===== config.mk =====
export PLATFORM = sky130hd
export DESIGN_NAME = dpm_dscp_prio_map
export DESIGN_NICKNAME = d
export VERILOG_FILES = /design/src/common/dpm_pkg.sv /design/src/common/dpm_map_if.sv /design/src/rtl/dpm_classifier.sv /design/src/rtl/dpm_dscp_prio_map.sv
export SDC_FILE = /design/constraint.sdc
export NUM_CORES = 1
export LEC_CHECK = 0
export ABC_AREA = 1
export BUFFER_PORTS_ARGS = -buffer_cell sky130_fd_sc_hd__buf_2
export CORE_ASPECT_RATIO = 1.1
export CORE_MARGIN = 2
export CORE_UTILIZATION = 35
export DETAILED_ROUTE_END_ITERATION = 10
export GPL_ROUTABILITY_DRIVEN = 0
export PLACE_DENSITY_LB_ADDON = 0.15
export SLEW_MARGIN = 0
export SYNTH_ARGS = -nofsm -noshare
export SYNTH_HDL_FRONTEND = slang
export SYNTH_HIERARCHICAL = 1
export SYNTH_SLANG_ARGS = --single-unit

===== constraint.sdc =====
create_clock -name clock -period 3 [get_ports clock]
set_input_delay 0.15 -clock clock [delete_from_list [all_inputs] [get_ports clock]]
set_output_delay 0.15 -clock clock [all_outputs]
set_load 0.02 [all_outputs]

===== src/common/dpm_pkg.sv =====
// constants and types for the dscp priority map (codes 0x20..0x3b) and snoop control
// Functional notes
// - each map register is 8 bits, fields at bits 6:4 and 2:0.
// - register 0x0350 maps code 0x20 low field and 0x21 high field.
// - register 0x0351 maps code 0x22 low field and 0x23 high field.
// - register 0x0352 maps code 0x24 low field and 0x25 high field.
// - register 0x0353 maps code 0x26 low field and 0x27 high field.
// - register 0x0354 maps code 0x28 low field and 0x29 high field.
// - register 0x0355 maps code 0x2A low field and 0x2B high field.
// - codes 0x2C/0x2D pair, printed at colliding 0x0350, placed at 0x0356.
// - register 0x0357 maps code 0x2E low field and 0x2F high field.
// - register 0x0358 maps code 0x30 low field and 0x31 high field.
// - register 0x0359 maps code 0x32 low field and 0x33 high field.
// - register 0x035A maps code 0x34 low field and 0x35 high field.
// - register 0x035B maps code 0x36 low field and 0x37 high field.
// - register 0x035C maps code 0x38 low field and 0x39 high field.
// - register 0x035D maps code 0x3A low field and 0x3B high field.
// - enabled igmp or mld snooping sends those packets to the host port.
package dpm_pkg;
  localparam int unsigned DPM_NUM_PAIRS = 14;
  localparam int unsigned DPM_IDX_W = 10;
  localparam int unsigned DPM_ADDR_W = 12;
  localparam int unsigned DPM_PRIO_W = 3;
  localparam int unsigned DPM_HI_LSB = 4;
  localparam int unsigned DPM_LO_LSB = 0;
  localparam logic [7:0] DPM_PAIR_RW_MASK = 8'h77;
  localparam logic [7:0] DPM_PAIR_RESET = 8'h00;
  localparam logic [5:0] DPM_DSCP_FIRST = 6'h20;
  localparam logic [5:0] DPM_DSCP_LAST = 6'h3B;
  // register indices; byte address is four times the index
  localparam logic [DPM_IDX_W-1:0] DPM_PAIR_IDX [DPM_NUM_PAIRS] = '{
    10'h350, 10'h351, 10'h352, 10'h353, 10'h354, 10'h355,
    10'h356, // 0x0350 would alias the 0x20/0x21 pair
    10'h357, 10'h358, 10'h359, 10'h35A, 10'h35B, 10'h35C, 10'h35D};
  localparam logic [DPM_IDX_W-1:0] DPM_SNOOP_IDX = 10'h370;
  localparam logic [DPM_IDX_W-1:0] DPM_LOOKUP_CNT_IDX = 10'h3A0;
  localparam logic [DPM_IDX_W-1:0] DPM_HOST_CNT_IDX = 10'h3A1;
  // snoop control fields
  localparam int unsigned DPM_SNOOP_IGMP_EN_BIT = 6;
  localparam int unsigned DPM_SNOOP_MLD_OPT_BIT = 3;
  localparam int unsigned DPM_SNOOP_MLD_EN_BIT = 2;
  localparam int unsigned DPM_SNOOP_SNIFF_AND_BIT = 0;
  localparam logic [7:0] DPM_SNOOP_RW_MASK = 8'h4D;
  localparam logic [7:0] DPM_SNOOP_RESET = 8'h00;
  // ipv6 next header codes for mld matching
  localparam logic [7:0] DPM_NH_HOP_BY_HOP = 8'h00;
  localparam logic [7:0] DPM_NH_ICMP4 = 8'h01;
  localparam logic [7:0] DPM_NH_ICMP6 = 8'h3A;
  localparam logic [7:0] DPM_NH_ROUTING = 8'h2B;
  localparam logic [7:0] DPM_NH_FRAGMENT = 8'h2C;
  localparam logic [7:0] DPM_NH_ESP = 8'h32;
  localparam logic [7:0] DPM_NH_AUTH = 8'h33;
  localparam logic [7:0] DPM_NH_DEST_OPT = 8'h3C;
  // avalon response codes
  localparam logic [1:0] DPM_RESP_OKAY = 2'h0;
  localparam logic [1:0] DPM_RESP_DECODEERROR = 2'h3;
  typedef enum logic {
    DPM_BUS_IDLE = 1'b0,
    DPM_BUS_ANSWER = 1'b1
  } dpm_bus_state_t;
endpackage : dpm_pkg


===== src/common/dpm_map_if.sv =====
// carrier between the register bank and the frame classifier
interface dpm_map_if import dpm_pkg::*; ();
  logic [DPM_NUM_PAIRS-1:0][7:0] pair_map;
  logic igmp_en;
  logic mld_en;
  logic mld_opt;
  logic frame_valid;
  logic [5:0] frame_dscp;
  logic frame_is_ip;
  logic frame_is_ipv6;
  logic frame_is_igmp;
  logic [7:0] frame_next_hdr;
  logic [7:0] frame_hop_next_hdr;
  logic cls_valid;
  logic [DPM_PRIO_W-1:0] cls_prio;
  logic cls_dscp_hit;
  logic cls_to_host;
  modport regs (
    output pair_map, igmp_en, mld_en, mld_opt,
    output frame_valid, frame_dscp, frame_is_ip, frame_is_ipv6, frame_is_igmp,
    output frame_next_hdr, frame_hop_next_hdr,
    input cls_valid, cls_prio, cls_dscp_hit, cls_to_host
  );
  modport cls (
    input pair_map, igmp_en, mld_en, mld_opt,
    input frame_valid, frame_dscp, frame_is_ip, frame_is_ipv6, frame_is_igmp,
    input frame_next_hdr, frame_hop_next_hdr,
    output cls_valid, cls_prio, cls_dscp_hit, cls_to_host
  );
endinterface : dpm_map_if


===== src/rtl/dpm_classifier.sv =====
// per-frame priority lookup and snoop-to-host decision
module dpm_classifier import dpm_pkg::*; (
  // clock and reset
  input wire logic clock,
  input wire logic reset,
  // map and frame fields
  dpm_map_if.cls map
);
  logic [5:0] dscp_off;
  logic [3:0] pair_sel;
  logic in_range;
  logic [7:0] pair_val;
  logic [DPM_PRIO_W-1:0] field;
  logic mld_hit;
  logic to_host;

  function automatic logic mld_code(input logic [7:0] nh, input logic opt);
    if (opt) begin
      mld_code = (nh == DPM_NH_ROUTING) || (nh == DPM_NH_FRAGMENT) || (nh == DPM_NH_ESP) ||
                 (nh == DPM_NH_AUTH) || (nh == DPM_NH_DEST_OPT);
    end else begin
      mld_code = (nh == DPM_NH_ICMP4) || (nh == DPM_NH_ICMP6);
    end
  endfunction : mld_code

  always_comb begin
    dscp_off = map.frame_dscp - DPM_DSCP_FIRST;
    pair_sel = dscp_off[4:1];
    in_range = map.frame_is_ip && (map.frame_dscp >= DPM_DSCP_FIRST) && (map.frame_dscp <= DPM_DSCP_LAST);
    pair_val = in_range ? map.pair_map[pair_sel] : 8'h00;
    // even code in the low field, odd code in the high field
    field = dscp_off[0] ? pair_val[DPM_HI_LSB +: DPM_PRIO_W] : pair_val[DPM_LO_LSB +: DPM_PRIO_W];
  end

  always_comb begin
    mld_hit = map.frame_is_ipv6 &&
              (mld_code(map.frame_next_hdr, map.mld_opt) ||
               ((map.frame_next_hdr == DPM_NH_HOP_BY_HOP) && mld_code(map.frame_hop_next_hdr, map.mld_opt)));
    to_host = (map.igmp_en && map.frame_is_igmp) || (map.mld_en && mld_hit);
  end

  always_ff @(posedge clock) begin
    if (reset) begin
      map.cls_valid <= 1'b0;
    end else begin
      map.cls_valid <= map.frame_valid;
    end
  end

  always_ff @(posedge clock) begin
    if (reset) begin
      map.cls_prio <= '0;
      map.cls_dscp_hit <= 1'b0;
      map.cls_to_host <= 1'b0;
    end else if (map.frame_valid) begin
      map.cls_prio <= field;
      map.cls_dscp_hit <= in_range;
      map.cls_to_host <= to_host;
    end
  end
endmodule : dpm_classifier


===== src/rtl/dpm_dscp_prio_map.sv =====
// avalon-mm register bank for the upper dscp priority map with classifier
//
// Local design decision: the Avalon-MM interface to the registers.
module dpm_dscp_prio_map import dpm_pkg::*; #(
  parameter int unsigned ADDR_W = DPM_ADDR_W,
  parameter int unsigned CNT_W = 32
) (
  // clock and reset
  input wire logic clock,
  input wire logic reset,
  // avalon-mm slave, byte addressed
  input wire logic [ADDR_W-1:0] avs_address,
  input wire logic avs_read,
  input wire logic avs_write,
  input wire logic [3:0] avs_byteenable,
  input wire logic [31:0] avs_writedata,
  output logic [31:0] avs_readdata,
  output logic [1:0] avs_response,
  output logic avs_waitrequest,
  // frame fields from the parser
  input wire logic frame_valid,
  input wire logic [5:0] frame_dscp,
  input wire logic frame_is_ip,
  input wire logic frame_is_ipv6,
  input wire logic frame_is_igmp,
  input wire logic [7:0] frame_next_hdr,
  input wire logic [7:0] frame_hop_next_hdr,
  // classification result
  output logic cls_valid,
  output logic [DPM_PRIO_W-1:0] cls_prio,
  output logic cls_dscp_hit,
  output logic cls_to_host,
  // mirroring filter select
  output logic sniff_and_mode
);
  if (ADDR_W < DPM_ADDR_W || ADDR_W > 32) begin : g_addr_chk
    $error("ADDR_W must lie between 12 and 32");
  end
  if (CNT_W < 1 || CNT_W > 32) begin : g_cnt_chk
    $error("CNT_W must lie between 1 and 32");
  end

  dpm_map_if map ();

  dpm_bus_state_t state_reg;
  dpm_bus_state_t state_next;
  logic [7:0] pair_reg [DPM_NUM_PAIRS];
  logic [7:0] snoop_reg;
  logic [CNT_W-1:0] lookup_cnt_reg;
  logic [CNT_W-1:0] lookup_cnt_next;
  logic [CNT_W-1:0] host_cnt_reg;
  logic [CNT_W-1:0] host_cnt_next;
  logic [31:0] readdata_reg;
  logic [1:0] response_reg;

  logic req;
  logic take;
  logic [DPM_IDX_W-1:0] word_idx;
  logic high_zero;
  logic aligned;
  logic [DPM_NUM_PAIRS-1:0] pair_hit;
  logic snoop_hit;
  logic lookup_cnt_hit;
  logic host_cnt_hit;
  logic mapped;
  logic wr_en;
  logic [31:0] rd_mux;

  // address bits above the map must be zero
  if (ADDR_W > DPM_ADDR_W) begin : g_high
    assign high_zero = (avs_address[ADDR_W-1:DPM_ADDR_W] == '0);
  end else begin : g_no_high
    assign high_zero = 1'b1;
  end

  // address decode
  always_comb begin
    word_idx = avs_address[DPM_IDX_W+1:2];
    aligned = (avs_address[1:0] == 2'h0) && high_zero;
    snoop_hit = aligned && (word_idx == DPM_SNOOP_IDX);
    lookup_cnt_hit = aligned && (word_idx == DPM_LOOKUP_CNT_IDX);
    host_cnt_hit = aligned && (word_idx == DPM_HOST_CNT_IDX);
  end

  for (genvar i = 0; i < DPM_NUM_PAIRS; i++) begin : g_pair_dec
    assign pair_hit[i] = aligned && (word_idx == DPM_PAIR_IDX[i]);
  end

  assign mapped = (|pair_hit) || snoop_hit || lookup_cnt_hit || host_cnt_hit;

  // one wait state: answer on the cycle after the request appears
  assign req = avs_read ^ avs_write;
  assign take = req && (state_reg == DPM_BUS_ANSWER);
  assign wr_en = take && avs_write && avs_byteenable[0];
  assign avs_waitrequest = req && (state_reg == DPM_BUS_IDLE);

  always_comb begin
    state_next = state_reg;
    unique case (state_reg)
      DPM_BUS_IDLE: begin
        if (req) begin
          state_next = DPM_BUS_ANSWER;
        end
      end
      DPM_BUS_ANSWER: begin
        state_next = DPM_BUS_IDLE;
      end
    endcase
  end

  always_ff @(posedge clock) begin
    if (reset) begin
      state_reg <= DPM_BUS_IDLE;
    end else begin
      state_reg <= state_next;
    end
  end

  // read mux, captured while waitrequest is high
  always_comb begin
    rd_mux = 32'h0000_0000;
    for (int j = 0; j < DPM_NUM_PAIRS; j++) begin
      if (pair_hit[j]) begin
        rd_mux = {24'h00_0000, pair_reg[j] & DPM_PAIR_RW_MASK};
      end
    end
    if (snoop_hit) begin
      rd_mux = {24'h00_0000, snoop_reg & DPM_SNOOP_RW_MASK};
    end
    if (lookup_cnt_hit) begin
      rd_mux = 32'(lookup_cnt_reg);
    end
    if (host_cnt_hit) begin
      rd_mux = 32'(host_cnt_reg);
    end
  end

  always_ff @(posedge clock) begin
    if (reset) begin
      readdata_reg <= 32'h0000_0000;
      response_reg <= DPM_RESP_OKAY;
    end else if (req && state_reg == DPM_BUS_IDLE) begin
      readdata_reg <= avs_read ? rd_mux : 32'h0000_0000;
      response_reg <= mapped ? DPM_RESP_OKAY : DPM_RESP_DECODEERROR;
    end
  end

  assign avs_readdata = readdata_reg;
  assign avs_response = response_reg;

  // map registers, priority fields only
  for (genvar i = 0; i < DPM_NUM_PAIRS; i++) begin : g_pair_reg
    always_ff @(posedge clock) begin
      if (reset) begin
        pair_reg[i] <= DPM_PAIR_RESET;
      end else if (wr_en && pair_hit[i]) begin
        pair_reg[i] <= avs_writedata[7:0] & DPM_PAIR_RW_MASK;
      end
    end
    // pair i covers codes 0x20+2i (low) and 0x21+2i (high)
    assign map.pair_map[i] = pair_reg[i];
  end

  // snoop and mirroring control
  always_ff @(posedge clock) begin
    if (reset) begin
      snoop_reg <= DPM_SNOOP_RESET;
    end else if (wr_en && snoop_hit) begin
      snoop_reg <= avs_writedata[7:0] & DPM_SNOOP_RW_MASK;
    end
  end

  assign map.igmp_en = snoop_reg[DPM_SNOOP_IGMP_EN_BIT];
  assign map.mld_en = snoop_reg[DPM_SNOOP_MLD_EN_BIT];
  assign map.mld_opt = snoop_reg[DPM_SNOOP_MLD_OPT_BIT];
  assign sniff_and_mode = snoop_reg[DPM_SNOOP_SNIFF_AND_BIT];

  // counters; a write clears, a same-cycle event still counts
  always_comb begin
    lookup_cnt_next = lookup_cnt_reg + CNT_W'(map.cls_valid && map.cls_dscp_hit);
    if (wr_en && lookup_cnt_hit) begin
      lookup_cnt_next = CNT_W'(map.cls_valid && map.cls_dscp_hit);
    end
    host_cnt_next = host_cnt_reg + CNT_W'(map.cls_valid && map.cls_to_host);
    if (wr_en && host_cnt_hit) begin
      host_cnt_next = CNT_W'(map.cls_valid && map.cls_to_host);
    end
  end

  always_ff @(posedge clock) begin
    if (reset) begin
      lookup_cnt_reg <= '0;
      host_cnt_reg <= '0;
    end else begin
      lookup_cnt_reg <= lookup_cnt_next;
      host_cnt_reg <= host_cnt_next;
    end
  end

  // frame path into the classifier
  assign map.frame_valid = frame_valid;
  assign map.frame_dscp = frame_dscp;
  assign map.frame_is_ip = frame_is_ip;
  assign map.frame_is_ipv6 = frame_is_ipv6;
  assign map.frame_is_igmp = frame_is_igmp;
  assign map.frame_next_hdr = frame_next_hdr;
  assign map.frame_hop_next_hdr = frame_hop_next_hdr;

  dpm_classifier u_classifier (
    .clock(clock),
    .reset(reset),
    .map(map.cls)
  );

  assign cls_valid = map.cls_valid;
  assign cls_prio = map.cls_prio;
  assign cls_dscp_hit = map.cls_dscp_hit;
  assign cls_to_host = map.cls_to_host;
endmodule : dpm_dscp_prio_map


======== Word level (Yosys, flattened, before mapping) ========
Memory sizes are Yosys's and may differ from the RTL's.
Cells that the tools add are included.
word-level totals
  register bits ........................... 109
  RAM bits ................................ 84
  logic and storage cells ................. 219
  output and inout port bits .............. 42
  memories ................................ 1
  input port bits ......................... 78
memories
  memory    depth  bits a word  rd ports  clocked after memory_dff  write ports  RTL line                 text
  pair_reg  14     6            14        0                         14           dpm_dscp_prio_map.sv:47  logic [7:0] pair_reg [DPM_NUM_PAIRS];
operators by class
  equality and inequality tests ........... 31
  reduce and logical (&&, ||, !) cells .... 66
  muxes and demuxes ....................... 87
  bitwise gates (word level) .............. 16
  $lt $le $gt $ge ......................... 3
  $add $sub $neg .......................... 3
operators with widths
  kind                    number
  $eq A10 B10 Y1 const B  17
  $mux W7                 17
  $eq A8 B6 Y1 const B    12
  $mux W32                3
  $mux W6                 14
  $add A32 B1 Y32         2
  $mux W1                 49
  $logic_and A1 B1 Y1     46
  $bmux W8 S4             1
  $eq A8 B1 Y1 const B    2
  $logic_or A1 B1 Y1      15
  $or A1 B1 Y1            14
  $reduce_or A14 Y1       1
  $logic_not A8 Y1        1
  $ge A6 B6 Y1 const B    1
  $le A6 B6 Y1 const B    1
  $lt A4 B5 Y1 const B    1
  $sub A5 B1 Y5 const B   1
  $reduce_or A2 Y1        2
  $mux W3                 1
  $logic_not A2 Y1        1
  $mux W2                 1
  $pmux W1 S2             1
  $not A1 Y1              1
  $xor A1 B1 Y1           1

======== Logic depth before layout (Yosys ltp) ========
Gate-level depths: netlist of the first run.
  depth in word-level cells ............... 20
  depth in mapped cells ................... 21
  depth with buffers taken out ............ 21

======== Cells and area by module ========
The synthesis of the first run kept the hierarchy.
modules (own cells, without submodules)
  module             cells each  area each (µm²)  seq. area each (µm²)  times used
  dpm_dscp_prio_map  1156        9097.5           4564.4                1
  dpm_classifier     280         1383.8           120.1                 1

======== Worst setup path before layout of the first run ========
OpenSTA, ideal clock, no wires.
  path kind ............................... register to register
  start point ............................. register u_classifier.map.cls_valid
  end point ............................... register host_cnt_reg[26]
  cell stages (with the launch flop) ...... 16
  period minus slack after synthesis ...... 2.302 ns
  arrival ................................. 2.171 ns
  required time ........................... 2.869 ns
  buffers on the path ..................... 0
  setup slack ............................. 0.698 ns
  library setup time ...................... 0.131 ns
  cells stage by stage .................... dfxtp_1 nand2_1 inv_1 ha_1 ha_1 nand2_1 nor2_1 inv_2 nor4_4 nand3_2 nor2_4 inv_2 nor3_4 nand2_1 nor3_1 nor3b_2
on the way
  longest elaborated chain between the ends .. 2
ends and longest elaborated chain
  item                    RTL line                  text
  start, declared         dpm_map_if.sv:28          output cls_valid, cls_prio, cls_dscp_hit, cls_to_host
  start signal, assigned  dpm_classifier.sv:46      map.cls_valid <= map.frame_valid;
  $logic_and A1 B1 Y1     dpm_dscp_prio_map.sv:184  host_cnt_next = host_cnt_reg + CNT_W'(map.cls_valid && map.cls_to_host);
  $add A32 B1 Y32         dpm_dscp_prio_map.sv:184
  end signal, assigned    dpm_dscp_prio_map.sv:196  host_cnt_reg <= host_cnt_next;
  end, declared           dpm_dscp_prio_map.sv:51   logic [CNT_W-1:0] host_cnt_reg;
No other way between the ends.
A chain may end at the register's enable or synchronous reset.

======== Worst setup path in the final report of the first run ========
  start point ............................. register u_classifier.map.cls_valid
  end point ............................... register host_cnt_reg[28]
Same word-level chain as after synthesis.

==> reports/summary.md, run 1 <==
The flow ran to the end, and the final reports show no timing, DRC or antenna violations. The count of cells along the worst register-to-register path is 14. The number of nets with antenna violations after routing is 0. The worst setup path category is register to register. Clock-pin slew was measured on the worst setup and hold paths at 80 ps. The mean routed wirelength per cell came out at 16.9 µm.

The detailed-routed wire length on met3 is 1680 µm, and the slew at the pin closest to its max-slew limit is 868 ps. The run gives 2910 ps as the data arrival time of the critical path. The number of DRC violations after detailed-routing iteration 0 was 810; the post-synthesis instance area was 10500 µm². Buffers inserted during clock tree synthesis total 17. Once the clock tree was built, the resizer swapped 0 gates to a different size. The floorplan step set the die width to 169 µm. The routed design could run at a clock period as short as 2540 ps. The critical path ends at host_cnt_reg[28]. Setup repair after global routing left no endpoint under its margin. The tools report the destination of the worst register-to-register timing path as host_cnt_reg[28].

For the number of placed I/O pins, the log shows 120. The total routing resource utilization after global routing is 0.210. The worst register-to-register path begins at u_classifier/map.cls_valid.

For this run, design rule violations remaining after detail routing come to 0. The first global-routing pass estimated 50700 µm of wire. The clock latency on the worst-skew pair was 450 ps; the number of global-route vias before repair was 9351.

The relative area change from synthesis to final layout came out at 13.7%. The clock root buffer is clkbuf_16. The tools report the cell row count as 66. Before antenna repair, the detailed router went through 5 iterations. In this run the worst path has a maximum fanout of 4.

The cell leakage power came out at 4.78 nW. The clock tree synthesis step divided the H-tree into 4 levels. The reported max-cap violation count is 0.

The number of nets handed over by synthesis was 1517. Counting along the longest clock path gives a buffer depth of 2. For the wire length reported by the detailed router, the log shows 32300 µm. The die is 185 µm tall. In the synthesized netlist, the number of instances is 1435. The critical path startpoint was u_classifier/map.cls_valid. The number of max-slew violations in the final report was 0.

Setup total negative slack on the finished layout was measured at 0 ps. Initial antenna violation count: 1. The fraction of layout cells with a size suffix above 1 came out at 0.149. Setup slack on the worst reg-to-reg path comes out at 460 ps. Summed over all layers, the global routing overflow is 0. Endpoint required time on the critical path: 3370 ps.

For the HPWL after detailed placement, the log shows 23700 µm. The worst setup path is launched from a register. Routed wire length on met2: 16200 µm. The register with the most flip-flops in the layout has 84 of them. The highest clock rate is 0.394 GHz, and the length of routed wiring on met1 is 13600 µm.

The routed layout has 9733 vias. The logs give 0.415 for the headroom to the max-slew limit and 17.4 ps for the worst setup skew after layout. The hold violation total from the final report is 0, and the total of endpoints with negative setup slack in the final report is 0.

Summing internal, switching and leakage power gives 5.50 mW. Largest net degree at the start of global routing: 43. The initial core utilization is 0.355. The worst setup path is captured at a register. The final period utilization is 0.847, and the power per cell area is 462 nW/µm².

The die covers 31300 µm². In this run the standard cell core region covers 29500 µm². The highest metal layer carrying signal wires in the routed design is met4. The average size of a mapped cell works out to 7.30 µm². Port buffering added 91 buffers. The number of post-CTS setup repair buffers was 0.

The tools report the net count of the finished layout as 1602. The run gives 192 as the TritonCTS sink count. Across the VDD grid, the largest voltage drop is 0.272 mV. In this run the worst hold path is classified as primary input to register. The Yosys warning count was 6. TritonCTS built the clock tree.

After detailed routing, the number of vias per cell comes to 5.10.
-- cells in the final DEF, fill, tap and decap left out, drive strengths merged --
| cell | n |
|---|---|
| nor3b | 15 |
| a21oi | 97 |
| o21a | 1 |
| dfxtp | 108 |
| nand3b | 1 |
| a211oi | 1 |
| edfxtp | 84 |
| nand4 | 22 |
| a22o | 1 |
| or2 | 4 |
| clkbuf | 18 |
| nor2 | 204 |
| buf | 115 |
| nor4 | 11 |
| o21ai | 63 |
| ha | 4 |
| nor3 | 48 |
| nand2 | 386 |
| dlygate4sd3 | 2 |
| a221oi | 3 |
| o221a | 3 |
| inv | 186 |
| a31oi | 1 |
| nor4b | 1 |
| and2 | 1 |
| o211ai | 4 |
| o22ai | 26 |
| o21bai | 1 |
| diode | 1 |
| xor2 | 12 |
| clkinv | 6 |
| o221ai | 1 |
| nand3 | 103 |
-- through the flow --
stage	cell area [µm²]	util	hold slack (ps)	cells	worst slack, ps
after floorplan	10500	-	219	1435	698
after global placement	11300	0.383	394	1873	499
after detailed placement	11300	0.383	401	1873	413
after CTS	11900	0.404	60.4	1907	378
after global routing	11900	0.404	80.1	1908	130
final	11900	0.404	75.0	1908	460
-- repair_timing --
action                                  4_1_cts  5_1_grt
hold endpoints to repair                      2        0
endpoints found under the setup margin        0        0
hold buffers                                  2        0
-- critical path: stages (launching register included) --
cell,delay [ps]
dfxtp_1,370
nand2_1,80
inv_1,80
ha_1,170
ha_1,160
nand2_1,70
nor2_1,110
inv_2,70
nor4_4,230
nand3_2,190
nor2_4,180
nand2_1,120
nor4_2,330
nand3_1,120
a21oi_1,170
-- routing by layer --
layer,track usage,vias up
met5,0,-
met4,0.0731,0
met3,0.0370,54
met2,0.374,252
met1,0.257,4562
li1,-,4865
-- cell type report --
cell class	count	area, µm²
antenna	1	2.50
inverter	178	676
fill	3085	17600
multi-input combinational	1014	4830
tap	374	468
sequential	192	4680
clock inverter	14	158
clock buffer	18	439
timing repair buffer	117	656
-- worst min path at each step --
stage,end,start,depth (start not counted)
6_report,u_classifier/map.cls_to_host,frame_is_ipv6,5
5_1_grt,u_classifier/map.cls_to_host,frame_valid,3
4_1_cts,u_classifier/map.cls_to_host,frame_valid,3
3_5_place_dp,snoop_reg[3],avs_writedata[3],3
3_3_place_gp,snoop_reg[3],avs_writedata[3],3
2_1_floorplan,u_classifier/map.cls_prio[0],reset,1
-- where the power goes --
group | switching, mW | internal (mW)
Combinational | 0.278 | 0.102
Sequential | 0.0309 | 2.76
Clock | 1.17 | 1.15
Note: power is estimated with default switching activity, not from simulation.
==> run 2, diff against run 1 <==
- clock period: 3 -> 2.6 ns (I/O delays scaled with it)
==> run 2 against run 1 <==
  * Count of clock-buffer cells in the layout up 4
  * Worst setup slack worse by 320 ps
  * Via count about the same
  * Maximum frequency up 3.4%
  * Cell count up 0.79%
  * Non-clock buffer count up 16
  * Clock power up 22%
  * Register-to-register slack worse by 320 ps
  * Largest cell class unchanged
==> reports/summary.md, run 2 (synthesis results as in run 1) <==
The number of flip-flops under the largest register name is 84 (unchanged). The number of diodes came out at 0 (was 1). Initial antenna violation count: 0 (was 1). Endpoint type of the worst setup path: a register (unchanged). The tools report the first-pass GRT wire length as 50400 µm (was 50700 µm). Leading cell type in the layout, fill and taps excluded: nand2_1 (unchanged). The sum of overflow across all layers after global routing was 0 (unchanged); the number of buffers added on ports was 91 (unchanged).

Commonest cells after routing, fill and taps aside: 371 x nand2_1, 177 x nor2_1, 151 x inv_1 (was 375 x nand2_1, 178 x nor2_1, 153 x inv_1). The reported max-cap violation count is 0 (unchanged), and the net count of the finished layout is 1618 (was 1602). The width of the die works out to 169 µm (unchanged).

The slowest cell on the critical path was dfxtp_2 (was dfxtp_1). The logs give 4.93 nW (was 4.78 nW) for the cell leakage power and 43 (unchanged) for the largest net degree at the start of global routing. Slew at the pin closest to its max-slew limit: 866 ps (was 868 ps). The height of the chip is 185 µm (unchanged), and the clock latency on the worst-skew pair is 440 ps (was 450 ps). The worst stage delay on the critical path was 350 ps (was 370 ps). The hold violation total from the final report is 0 (unchanged), and the per-cell via count in the routed design is 5.06 (was 5.10). The via count came out at 9724 (was 9733).

The run gives 23500 µm (was 23700 µm) as the HPWL after detailed placement. The mean routed wirelength per cell was 16.9 µm (about the same). The logs give 0 (unchanged) for the DRC violations left and 0.355 (unchanged) for the initial core utilization.

Number of max-slew violations in the final report: 0 (unchanged). The clock transition at the registers of the reported paths is 70 ps (was 80 ps). The worst min-delay path category is primary input to register (unchanged).

The tools report the clock root buffer as clkbuf_16 (unchanged). The shortest clock period the worst path allows after layout was 2460 ps (was 2540 ps). The data arrival time of the critical path was 2770 ps (was 2910 ps). Setup repair after global routing could not meet its margin everywhere.

TritonCTS built the clock tree. The logs give 0.407 GHz (was 0.394 GHz) for the highest clock rate and 0 (unchanged) for the number of nets with antenna violations after routing. The endpoint required time on the critical path is 2920 ps (was 3370 ps).

The total routing resource utilization after global routing was 0.210 (about the same). Chain of cells forming the critical path: nand2_2 -> inv_2 -> ha_4 -> ha_4 -> nand2_4 -> nor2_4 -> inv_2 -> nor4_4 -> nand3_2 -> nor2_4 -> nand2_2 -> nor4_4 -> or2_2 -> a21oi_1 (was nand2_1 -> inv_1 -> ha_1 -> ha_1 -> nand2_1 -> nor2_1 -> inv_2 -> nor4_4 -> nand3_2 -> nor2_4 -> nand2_1 -> nor4_2 -> nand3_1 -> a21oi_1). The type of origin of the critical path was a register (unchanged). The highest fanout seen on the critical path was 4 (unchanged). The cell family contributing the most delay on the critical path was simple AND/OR/NAND/NOR gates (unchanged). The buffer and inverter count on the worst path came out at 2 (unchanged). The run gives 66 (unchanged) as the cell row count.

Standard cell core area: 29500 µm² (unchanged). Number of levels in the clock H-tree: 4 (unchanged). The TritonCTS sink count came out at 192 (unchanged).

The wire length reported by the detailed router came out at 32400 µm (was 32300 µm). The worst setup skew after layout came out at 11.8 ps (was 17.4 ps). The run gives 0 ps (unchanged) as the post-route setup TNS. The number of buffers on the longest clock path came out at 2 (unchanged). The worst setup path category was register to register (unchanged). The iteration count of the initial detailed-routing pass came out at 7 (was 5). The run gives 0 (unchanged) as the total of endpoints with negative setup slack in the final report. The number of DRC violations after detailed-routing iteration 0 is 661 (was 810), and the number of buffers added by the clock tree synthesis step is 17 (unchanged). For the number of global-route vias before repair, the log shows 9212 (was 9351). The maximum resistive drop on vdd is 0.387 mV (was 0.272 mV).

For the headroom to the max-slew limit, the log shows 0.422 (was 0.415). For the full die area, the log shows 31300 µm² (unchanged). The tools report the final design area excluding fillers as 12200 µm² (was 11900 µm²). The run finished with clean final reports. For the number of placed I/O pins, the log shows 120 (unchanged). The run gives 11400 µm² (was 11300 µm²) as the instance area at placement.

The power per cell area was 534 nW/µm² (was 462 nW/µm²); the final period utilization was 0.945 (was 0.847). Fraction of layout cells with a size suffix above 1: 0.166 (was 0.149). The tools report the hold slack as 69.7 ps (was 75.0 ps). The relative area change from synthesis to final layout is 16.2% (was 13.7%).
==> run 2: path summary, 6_finish.rpt <==
path	cells past startpoint	to	slack [ps]	from
worst max register to register	14	host_cnt_reg[24]	140	u_classifier/map.cls_valid
worst min-delay path	3	u_classifier/map.cls_to_host	70	frame_valid
worst max-delay path	14	host_cnt_reg[24]	140	u_classifier/map.cls_valid
worst min register to register	2	avs_readdata[16]	460	avs_readdata[16]
==> run 2: cell type report <==
class | instances | area (µm²)
clock inverter | 10 | 148
tap | 374 | 468
clock buffer | 22 | 485
timing repair buffer | 133 | 776
sequential | 192 | 4690
multi-input combinational | 1014 | 4940
inverter | 178 | 676
fill | 3057 | 17300
==> run 2: worst register-to-register path, stage by stage (launching register included) <==
cell,delay [ps]
dfxtp_2,350
nand2_2,50
inv_2,80
ha_4,160
ha_4,150
nand2_4,60
nor2_4,110
inv_2,50
nor4_4,340
nand3_2,180
nor2_4,210
nand2_2,110
nor4_4,290
or2_2,160
a21oi_1,50
==> run 2: through the flow <==
stage	std cells	util	setup WS [ps]	total power, mW
after global routing	1923	0.413	-62.2	6.74
after detailed placement	1882	0.385	117	3.73
after global placement	1882	0.385	172	3.73
after floorplan	1435	-	298	3.55
after CTS	1916	0.407	85.5	6.57
final	1923	0.413	144	6.51
==> run 2: what timing repair did <==
item,in CTS,in global routing
buffers inserted,0,7
endpoints found under the setup margin,0,11
resized for setup,0,27
hold buffers,2,0
endpoints found under the hold margin,2,0
==> run 2: metal layers <==
| layer | track usage | wire, µm | vias to the layer above |
|---|---|---|---|
| li1 | - | - | 4893 |
| met1 | 0.264 | 13900 | 4493 |
| met2 | 0.357 | 15600 | 278 |
| met3 | 0.0389 | 1840 | 60 |
| met4 | 0.0855 | 1030 | 0 |
| met5 | 0 | 0 | - |
==> run 2: power by group <==
group | leakage [nW] | internal, mW | switching, mW
Combinational | 2.88 | 0.125 | 0.324
Clock | 0.312 | 1.64 | 1.19
Sequential | 1.73 | 3.19 | 0.0360
